==> config.mk <==
export PLATFORM = sky130hd
export DESIGN_NAME = acc_adc_ctrl
export DESIGN_NICKNAME = d
export VERILOG_FILES = /design/src/rtl/acc_adc_ctrl.v
export VERILOG_INCLUDE_DIRS = /design/src /design/src/pkg
export SDC_FILE = /design/constraint.sdc
export NUM_CORES = 1
export LEC_CHECK = 0
export BUFFER_PORTS_ARGS = -buffer_cell sky130_fd_sc_hd__buf_2
export CAP_MARGIN = 20
export CORE_MARGIN = 4
export CORE_UTILIZATION = 29
export DETAILED_ROUTE_END_ITERATION = 6
export GPL_ROUTABILITY_DRIVEN = 0
export GPL_TIMING_DRIVEN = 0
export PLACE_DENSITY_LB_ADDON = 0.2
export SYNTH_ARGS = -nofsm -noshare
export SYNTH_HDL_FRONTEND = slang
export SYNTH_SLANG_ARGS = --single-unit
==> constraint.sdc <==
create_clock -name pclk -period 2.5 [get_ports pclk]
set_input_delay 0.75 -clock pclk [delete_from_list [all_inputs] [get_ports pclk]]
set_output_delay 0.75 -clock pclk [all_outputs]
set_load 0.05 [all_outputs]
==> src/pkg/acc_map.vh <==
// Register map, field positions, reset values and cycle counts of the converter control block
`ifndef ACC_MAP_VH
`define ACC_MAP_VH

// Byte addresses of the registers
`define ACC_CTL0_ADDR 12'hf70
`define ACC_CTL1_ADDR 12'hf74
`define ACC_DATA_H_ADDR 12'hf78
`define ACC_DATA_L_ADDR 12'hf7c
`define ACC_IRQ_STAT_ADDR 12'hf80
`define ACC_IRQ_MASK_ADDR 12'hf84

// Fields of converter_control_zero
`define ACC_CTL0_GO 7
`define ACC_CTL0_REF_LOW 6
`define ACC_CTL0_DRIVE_OUT 5
`define ACC_CTL0_REPEAT 4
`define ACC_CTL0_CHAN_HI 3
`define ACC_CTL0_CHAN_LO 0

// Fields of the second control register
`define ACC_CTL1_ENABLE 7
`define ACC_CTL1_REF_HIGH 0

// Interrupt status and mask layout
`define ACC_IRQ_DONE 0

// Reset values
`define ACC_CTL0_RESET 8'h00
`define ACC_CTL1_RESET 8'h81
`define ACC_IRQ_MASK_RESET 1'b0

// Reference level codes
`define ACC_REF_EXTERNAL 2'h0
`define ACC_REF_1V0 2'h1
`define ACC_REF_2V0 2'h2
`define ACC_REF_RESERVED 2'h3

// Conversion timing in system clock cycles
`define ACC_FIRST_CYCLES 5129
`define ACC_REPEAT_CYCLES 256

// Channel code of the internal temperature sensor; arbitrary default
`define ACC_TEMP_CHANNEL 4'he

`endif

==> src/rtl/acc_adc_ctrl.v <==
// Conversion control for the on-chip converter with an APB register slave
//
// Local design decision: register access over APB.
`timescale 1ns/1ps
`include "acc_map.vh"

module acc_adc_ctrl #(
  parameter FIRST_CYCLES = `ACC_FIRST_CYCLES,
  parameter REPEAT_CYCLES = `ACC_REPEAT_CYCLES,
  parameter COUNT_W = 15,
  parameter [3:0] TEMP_CHANNEL = `ACC_TEMP_CHANNEL
) (
  // Clock and reset
  input wire pclk,
  input wire presetn,
  // APB slave
  input wire psel,
  input wire penable,
  input wire pwrite,
  input wire [11:0] paddr,
  input wire [31:0] pwdata,
  output wire pready,
  output reg [31:0] prdata,
  output reg pslverr,
  // Interrupt
  output wire irq,
  // Converter core
  input wire [12:0] core_result,
  output reg core_start,
  output reg core_sample,
  output reg core_busy,
  output reg [3:0] core_channel,
  output wire [1:0] core_ref_level,
  output wire core_ref_buf_en
);

  ////////////////////////////////////////////////////////////////////////////
  // Declarations
  reg conversion_go;
  reg ref_level_low_bit;
  reg ref_drive_out;
  reg repeat_mode;
  reg [3:0] input_channel_select;
  reg ref_level_high_bit;
  reg conv_enable;
  reg [12:0] result;
  reg irq_status;
  reg irq_mask;
  reg [COUNT_W-1:0] count;
  reg temp_sel;
  wire setup_phase;
  wire wr_access;
  wire wr_ctl0;
  wire wr_ctl1;
  wire wr_stat;
  wire wr_mask;
  wire start_req;
  wire conv_done;
  wire chan_is_temp;
  wire [COUNT_W-1:0] first_count;
  wire [COUNT_W-1:0] repeat_count;
  wire [7:0] ctl0_value;
  wire [7:0] ctl1_value;
  reg [31:0] next_prdata;
  reg next_pslverr;

  ////////////////////////////////////////////////////////////////////////////
  // Bus decode; zero wait states, so pready stays high
  assign pready = 1'b1;
  assign setup_phase = psel & ~penable;
  assign wr_access = psel & penable & pwrite;
  assign wr_ctl0 = wr_access & (paddr == `ACC_CTL0_ADDR);
  assign wr_ctl1 = wr_access & (paddr == `ACC_CTL1_ADDR);
  assign wr_stat = wr_access & (paddr == `ACC_IRQ_STAT_ADDR);
  assign wr_mask = wr_access & (paddr == `ACC_IRQ_MASK_ADDR);

  // Only a written one launches; a written zero leaves the sequence alone
  assign start_req = wr_ctl0 & pwdata[`ACC_CTL0_GO] & conv_enable;

  ////////////////////////////////////////////////////////////////////////////
  // Interval lengths; the temperature sensor needs twice as long
  assign chan_is_temp = (pwdata[`ACC_CTL0_CHAN_HI:`ACC_CTL0_CHAN_LO] == TEMP_CHANNEL);
  assign first_count = chan_is_temp ? FIRST_CYCLES[COUNT_W-2:0] << 1 : FIRST_CYCLES[COUNT_W-1:0];
  assign repeat_count = temp_sel ? REPEAT_CYCLES[COUNT_W-2:0] << 1 : REPEAT_CYCLES[COUNT_W-1:0];

  // Last cycle of an interval
  assign conv_done = core_busy & (count == {{(COUNT_W-1){1'b0}}, 1'b1});

  ////////////////////////////////////////////////////////////////////////////
  // Control register fields other than conversion_go
  always @(posedge pclk or negedge presetn) begin
    if (!presetn) begin
      ref_level_low_bit <= 1'b0;
      ref_drive_out <= 1'b0;
      repeat_mode <= 1'b0;
      input_channel_select <= 4'h0;
      ref_level_high_bit <= 1'b1;
      conv_enable <= 1'b1;
    end else begin
      if (wr_ctl0) begin
        ref_level_low_bit <= pwdata[`ACC_CTL0_REF_LOW];
        ref_drive_out <= pwdata[`ACC_CTL0_DRIVE_OUT];
        repeat_mode <= pwdata[`ACC_CTL0_REPEAT];
        input_channel_select <= pwdata[`ACC_CTL0_CHAN_HI:`ACC_CTL0_CHAN_LO];
      end
      if (wr_ctl1) begin
        ref_level_high_bit <= pwdata[`ACC_CTL1_REF_HIGH];
        conv_enable <= pwdata[`ACC_CTL1_ENABLE];
      end
    end
  end

  // Reference goes straight to the core; the reserved code is passed too
  assign core_ref_level = {ref_level_high_bit, ref_level_low_bit};
  // No interlock with the external source, software keeps that combination out
  assign core_ref_buf_en = ref_drive_out;

  ////////////////////////////////////////////////////////////////////////////
  // Conversion sequencer: a start always wins over completion or repeat
  always @(posedge pclk or negedge presetn) begin
    if (!presetn) begin
      conversion_go <= 1'b0;
      core_busy <= 1'b0;
      count <= {COUNT_W{1'b0}};
      temp_sel <= 1'b0;
      core_channel <= 4'h0;
      core_start <= 1'b0;
      core_sample <= 1'b0;
    end else begin
      core_start <= start_req;
      core_sample <= conv_done & conv_enable & ~start_req;
      if (start_req) begin
        conversion_go <= 1'b1;
        core_busy <= 1'b1;
        count <= first_count;
        temp_sel <= chan_is_temp;
        core_channel <= pwdata[`ACC_CTL0_CHAN_HI:`ACC_CTL0_CHAN_LO];
      end else if (!conv_enable) begin
        // Disable abandons the sequence without a result
        conversion_go <= 1'b0;
        core_busy <= 1'b0;
        count <= {COUNT_W{1'b0}};
      end else if (conv_done) begin
        conversion_go <= 1'b0;
        if (repeat_mode) begin
          count <= repeat_count;
        end else begin
          core_busy <= 1'b0;
          count <= {COUNT_W{1'b0}};
        end
      end else if (core_busy) begin
        count <= count - {{(COUNT_W-1){1'b0}}, 1'b1};
      end
    end
  end

  ////////////////////////////////////////////////////////////////////////////
  // Result capture at each completion
  always @(posedge pclk or negedge presetn) begin
    if (!presetn) begin
      result <= 13'h0000;
    end else if (conv_done & conv_enable & ~start_req) begin
      result <= core_result;
    end
  end

  ////////////////////////////////////////////////////////////////////////////
  // Sticky completion flag; a new event beats a same-cycle clear
  always @(posedge pclk or negedge presetn) begin
    if (!presetn) begin
      irq_status <= 1'b0;
    end else if (conv_done & conv_enable & ~start_req) begin
      irq_status <= 1'b1;
    end else if (wr_stat & pwdata[`ACC_IRQ_DONE]) begin
      irq_status <= 1'b0;
    end
  end

  // Interrupt mask
  always @(posedge pclk or negedge presetn) begin
    if (!presetn) begin
      irq_mask <= `ACC_IRQ_MASK_RESET;
    end else if (wr_mask) begin
      irq_mask <= pwdata[`ACC_IRQ_DONE];
    end
  end

  // Level output; disabling does not drop a pending request
  assign irq = irq_status & irq_mask;

  ////////////////////////////////////////////////////////////////////////////
  // Read mux, captured in the setup cycle so prdata comes from a flop
  assign ctl0_value = {conversion_go, ref_level_low_bit, ref_drive_out, repeat_mode, input_channel_select};
  assign ctl1_value = {conv_enable, 6'h00, ref_level_high_bit};

  always @* begin
    next_prdata = 32'h00000000;
    next_pslverr = 1'b0;
    case (paddr)
      `ACC_CTL0_ADDR: begin
        next_prdata = {24'h000000, ctl0_value};
      end
      `ACC_CTL1_ADDR: begin
        next_prdata = {24'h000000, ctl1_value};
      end
      `ACC_DATA_H_ADDR: begin
        next_prdata = {24'h000000, result[12:5]};
      end
      `ACC_DATA_L_ADDR: begin
        next_prdata = {24'h000000, result[4:0], 3'h0};
      end
      `ACC_IRQ_STAT_ADDR: begin
        next_prdata = {31'h00000000, irq_status};
      end
      `ACC_IRQ_MASK_ADDR: begin
        next_prdata = {31'h00000000, irq_mask};
      end
      default: begin
        next_pslverr = 1'b1;
      end
    endcase
  end

  // A value changing during the access cycle shows its setup-cycle state
  always @(posedge pclk or negedge presetn) begin
    if (!presetn) begin
      prdata <= 32'h00000000;
      pslverr <= 1'b0;
    end else if (setup_phase) begin
      prdata <= pwrite ? 32'h00000000 : next_prdata;
      pslverr <= next_pslverr;
    end
  end

endmodule // acc_adc_ctrl

After elaboration in Yosys (flattened, before gate mapping)
Cells that the tools add are included.

Input port bits: 62. Memory bits (read-only): 0. Register bits: 81. Bits in writable memories: 0. Bits in latches: 0. Output and inout bits: 45. Memories: 0.

Multipliers: 0. Reduce and logical (&&, ||, !) cells: 3. Add/subtract/negate cells: 1. Bitwise logic cells: 16. Div/mod/pow operators: 0. Equal/unequal tests: 11. Multiplexer cells: 19. $lt $le $gt $ge: 0. Shift operators: 0.

Operator list (count): $eq 12x12->1 const B (6); $mux 15 (4); $pmux 8 s6 (1); $mux 32 (1); $mux 10 (2); $eq 15x1->1 const B (1); $sub 15x1->15 const B (1); $and 1x1->1 (14); $mux 14 (1); $mux 1 (10); $reduce_or 6->1 (1); $eq 4x4->1 const B (1); $ne 4x2->1 const B (1); $ne 3x1->1 const B (1); $ne 3x2->1 const B (1); $not 1->1 (2); $reduce_and 2->1 (1); $reduce_bool 2->1 (1).

Logic depth before layout (Yosys ltp)
Depth after elaboration: 8. Mapped depth: 8. Gate-level depth less buffers: 7.

Worst setup path before layout
OpenSTA, ideal clock, no wires.

Kind: reg2reg. Start point: register core_busy. End point: register result[10]. Required time: 2.375 ns. Arrival: 2.369 ns. Period minus slack after synthesis: 2.494 ns. Library setup time: 0.125 ns. Path slack: 0.006 ns. Stages on the path, launching flop included: 7. Path through: dfrtp_1 > buf_2 > nor4b_1 > nand4_1 > nor2_2 > buf_6 > mux2_4.

Cells in the longest elaborated chain, start to end: 3.

Ends and longest elaborated chain: from (decl) (RTL line acc_adc_ctrl.v:31) `output reg core_busy,`; from (signal assigned) (RTL line acc_adc_ctrl.v:123) `core_busy <= 1'b0;`; from (signal assigned) (RTL line acc_adc_ctrl.v:134) `core_busy <= 1'b1;`; from (signal assigned) (RTL line acc_adc_ctrl.v:141) `core_busy <= 1'b0;`; $and 1x1->1 (RTL line acc_adc_ctrl.v:87) `assign conv_done = core_busy & (count == {{(COUNT_W-1){1'b0}}, 1'b1});`; $and 1x1->1 (2 in series) (RTL line acc_adc_ctrl.v:162) `end else if (conv_done & conv_enable & ~start_req) begin`; to (signal assigned) (RTL line acc_adc_ctrl.v:163) `result <= core_result;`; to (decl) (RTL line acc_adc_ctrl.v:46) `reg [12:0] result;`.

Every way passes these cells. A chain may end at the register's enable or synchronous reset.

Final worst setup path
Start point: input port paddr[2]. End point: register count[3].

Cells in the longest elaborated chain, start to end: 5.

Ends and longest elaborated chain: from (decl) (RTL line acc_adc_ctrl.v:20) `input wire [11:0] paddr,`; $eq 12x12->1 *; $and 1x1->1 * (RTL line acc_adc_ctrl.v:72) `` assign wr_ctl0 = wr_access & (paddr == `ACC_CTL0_ADDR); ``; $and 1x1->1 * (2 in series) (RTL line acc_adc_ctrl.v:78) `` assign start_req = wr_ctl0 & pwdata[`ACC_CTL0_GO] & conv_enable; ``; $ne 4x2->1 (no source line) or $mux 15 (tied branches); to (signal assigned) (RTL line acc_adc_ctrl.v:124) `count <= {COUNT_W{1'b0}};`; to (signal assigned) (RTL line acc_adc_ctrl.v:135) `count <= first_count;`; to (signal assigned) (RTL line acc_adc_ctrl.v:142) `count <= {COUNT_W{1'b0}};`; to (decl) (RTL line acc_adc_ctrl.v:49) `reg [COUNT_W-1:0] count;`.

Every way passes the cells marked *; elsewhere a longest branch is shown, timed or not.

==> results.sh <==
export IMPL_layout_cells_most_common="sky130_fd_sc_hd__buf_2"
export IMPL_netlist_area_sq_um=3062
export IMPL_antennaDiodeCount=0
export IMPL_post_synth_inst_count=273
export IMPL_syn_mean_instance_area_sq_um=11.21
export IMPL_max_cap_violations=0
export IMPL_ctsLongestPathBuffers=2
export IMPL_layout_cells_most_common_list="sky130_fd_sc_hd__buf_2 (60), sky130_fd_sc_hd__dfrtp_1 (55), sky130_fd_sc_hd__buf_4 (35)"
export IMPL_tritoncts="built"
export IMPL_grt_first_pass_wirelength_microns=12690
export IMPL_clkSinkCount=57
export IMPL_pin_count=107
export IMPL_unrepaired_setup_endpoints_after_global_routing="false"
export IMPL_static_leakage_power_uw=0.001987
export IMPL_post_dp_hpwl_microns=5784
export IMPL_antenna_violating_nets_post_route=0
export IMPL_std_cell_rows=37
export IMPL_fillers=1033
export IMPL_skew_ns=0.01317
export IMPL_clock_tree_htree_level_count=3
export IMPL_initial_utilization=0.2966
export IMPL_core_area_sq_um=10320
export IMPL_timing_critical_path_from_type="input port"
export IMPL_outcome="finished clean"
export IMPL_max_clock_freq_mhz=422.4
export IMPL_grt_antenna_before_repair=0
export IMPL_yosysTopAreaCell="sky130_fd_sc_hd__dfrtp_1"
export IMPL_cp_max_fo=10
export IMPL_routedWlPerCell_microns=14.91
export IMPL_post_route_period_util=0.9469
export IMPL_vias_in_the_first_global_route=2533
export IMPL_insertion_delay_ns=0.34
export IMPL_arrival_time_worst_endpoint_ns=2.63
export IMPL_routed_wirelength_microns=7634
export IMPL_synth_ff_latch_count=57
export IMPL_nets=436
export IMPL_ctsRootBufferMaster="sky130_fd_sc_hd__clkbuf_8"
export IMPL_synth_yosys_seq_area_share=0.4667
export IMPL_finalSetupViolations=0
export IMPL_async_reset_ff_frac=1.000
export IMPL_chipHeight_microns=110.8
export IMPL_layout_min_cycle_time_ns=2.367
export IMPL_final_hold_viol_count=0
export IMPL_report_final_slew_viol_count=0
export IMPL_detail_route_drc_violations=0
export IMPL_track_usage=0.1294
export IMPL_iteration_0_drc_count_of_the_detailed_router=129
export IMPL_buffer_ports_inserted=57
export IMPL_num_cts_buffers=9
export IMPL_required_ns=2.76
export IMPL_via_density_per_instance=4.666
export IMPL_setup_tns_ns=0
export IMPL_post_synth_top_area_fraction=0.4495
export IMPL_hold_class="input port to asynchronous set/reset pin"
export IMPL_ys_top_cells_by_area="sky130_fd_sc_hd__dfrtp_1 (45%), sky130_fd_sc_hd__mux2_2 (7.4%), sky130_fd_sc_hd__buf_4 (6.9%), sky130_fd_sc_hd__mux2_4 (3.9%), sky130_fd_sc_hd__a22o_1 (3.1%)"
export IMPL_layout_area_seq_sq_um=1429
export IMPL_hold_buffers=0
export IMPL_layout_drive_gt1_share=0.4069
export IMPL_synth_edff_count=0
export IMPL_p_total_uw=2056
export IMPL_globalRoute_totalOverflow=0
export IMPL_die_width_microns=110.8
export IMPL_multi_input_comb_area_sq_um=1470
export IMPL_via_count=2389
export IMPL_power_density_nw_per_um2=526.7
export IMPL_grt_start_max_net_pins=37
export IMPL_postSynth_topFlopCell="sky130_fd_sc_hd__dfrtp_1"
export IMPL_ys_types=55
export IMPL_detail_route_first_pass_iterations=4
export IMPL_clk_pin_slew_ns=0.07
export IMPL_timing_critical_path_to_type="flip-flop"
export IMPL_die_area_sq_um=12270
export IMPL_worst_slew_pin_transition_ns=0.7307
export IMPL_worstSetupPathType="input port to flip-flop"
export IMPL_ys_warnings_count=0
export IMPL_vdd_ir_drop_max_uv=362.8
export IMPL_relSlewSlack=0.5076
export IMPL_flow_area_growth_from_synthesis_pct=27.50
[cells by family (layout without fill, tap and decap cells)]
| family | Yosys count | after routing | synth area share |
|---|---|---|---|
| AO/OA/AOI/OAI | 41 | 41 | 0.1112 |
| flip-flops | 57 | 57 | 0.4667 |
| AND/OR/NAND/NOR | 90 | 90 | 0.1671 |
| other | 2 | 25 | 0.002453 |
| buffers and inverters | 40 | 120 | 0.08704 |
| XOR/XNOR | 5 | 5 | 0.01431 |
| multiplexers | 36 | 36 | 0.1430 |
| adder cells (fa/ha/maj) | 2 | 2 | 0.008172 |
[per-stage QoR]
step	instances	hold WS, ns	util	setup slack (ns)	instance area, sq um
3_3_place_gp	489	0.4860	0.3490	-0.3395	3603
4_1_cts	508	0.3924	0.3745	0.001774	3866
3_5_place_dp	490	0.4869	0.3510	-0.4011	3623
6_report	512	0.3847	0.3781	0.1328	3904
5_1_grt	512	0.4258	0.3781	0.02092	3904
2_1_floorplan	296	0.4447	-	0.006165	3148
[final timing paths]
| path | end | slack [ns] | cells after the start | startpoint |
|---|---|---|---|---|
| worst max-delay path | count[3] | 0.13 | 8 | paddr[2] |
| worst min-delay path | count[11] | 0.38 | 1 | presetn |
| worst max register to register | result[10] | 0.26 | 6 | count[8] |
| worst min register to register | input_channel_select[0] | 0.51 | 1 | input_channel_select[0] |
| max in group asynchronous | conv_enable | 1.47 | 2 | presetn |
| min in group pclk | input_channel_select[0] | 0.51 | 1 | input_channel_select[0] |
[cells in the mapped netlist (4+ instances only)]
library cell / count
sky130_fd_sc_hd__buf_4: 28
sky130_fd_sc_hd__nand2_1: 18
sky130_fd_sc_hd__nor2_1: 16
sky130_fd_sc_hd__nand4_1: 8
sky130_fd_sc_hd__o21ai_0: 8
sky130_fd_sc_hd__a22o_1: 11
sky130_fd_sc_hd__inv_1: 5
sky130_fd_sc_hd__dfrtp_1: 55
sky130_fd_sc_hd__a21oi_1: 4
sky130_fd_sc_hd__mux2i_1: 7
sky130_fd_sc_hd__mux2_2: 20
sky130_fd_sc_hd__mux2_4: 8
sky130_fd_sc_hd__nor3_1: 6
sky130_fd_sc_hd__nand3_1: 10
[timing repair]
item / 4_1_cts / 5_1_grt
pin swaps: 1 / 2
buffers inserted: 3 / 4
endpoints found under the hold margin: 0 / 0
setup endpoints to repair: 10 / 3
gates cloned: 0 / 0
gates resized for setup: 2 / 3
[sequential cells by signal, summed over array words and instances, names as in the netlist, 4 cells and up]
signal                cells
prdata                    8
input_channel_select      4
core_channel              4
result                   13
count                    15
[routing by layer]
metal  vias to the layer above  GRT usage  wire length, microns
li1                       1155          -                     -
met1                      1142     0.1536                  3289
met2                        80     0.2168                  3665
met3                        12    0.04694                   539
met4                         0    0.04351                   140
met5                         -          0                     0
[report_power, final]
group          internal [uW]  leakage (uW)  total [uW]  switching [uW]
clock                    556      0.000102         929             374
combinational           61.2       0.00111         204             142
sequential               923      0.000779         923           0.468
[area by class of cell]
class                           instances  area share
Sequential cell                        57      0.3660
Timing Repair Buffer                   65     0.09167
Multi-Input combinational cell        199      0.3766
Inverter                                5    0.004808
Clock buffer                           10     0.03269
Clock inverter                          5     0.02083
Buffer                                 35     0.06378
Tap cell                              136     0.04359
[worst max-delay path, stage by stage]
cell and delay, ns:
sky130_fd_sc_hd__buf_2 0.11, sky130_fd_sc_hd__clkbuf_2 0.24, sky130_fd_sc_hd__nor4_2 0.40, sky130_fd_sc_hd__and4_1 0.25
sky130_fd_sc_hd__buf_2 0.24, sky130_fd_sc_hd__nand4b_1 0.30, sky130_fd_sc_hd__o21ai_1 0.17, sky130_fd_sc_hd__a22o_1 0.16
No activity file was read; power rests on OpenSTA's default activity.
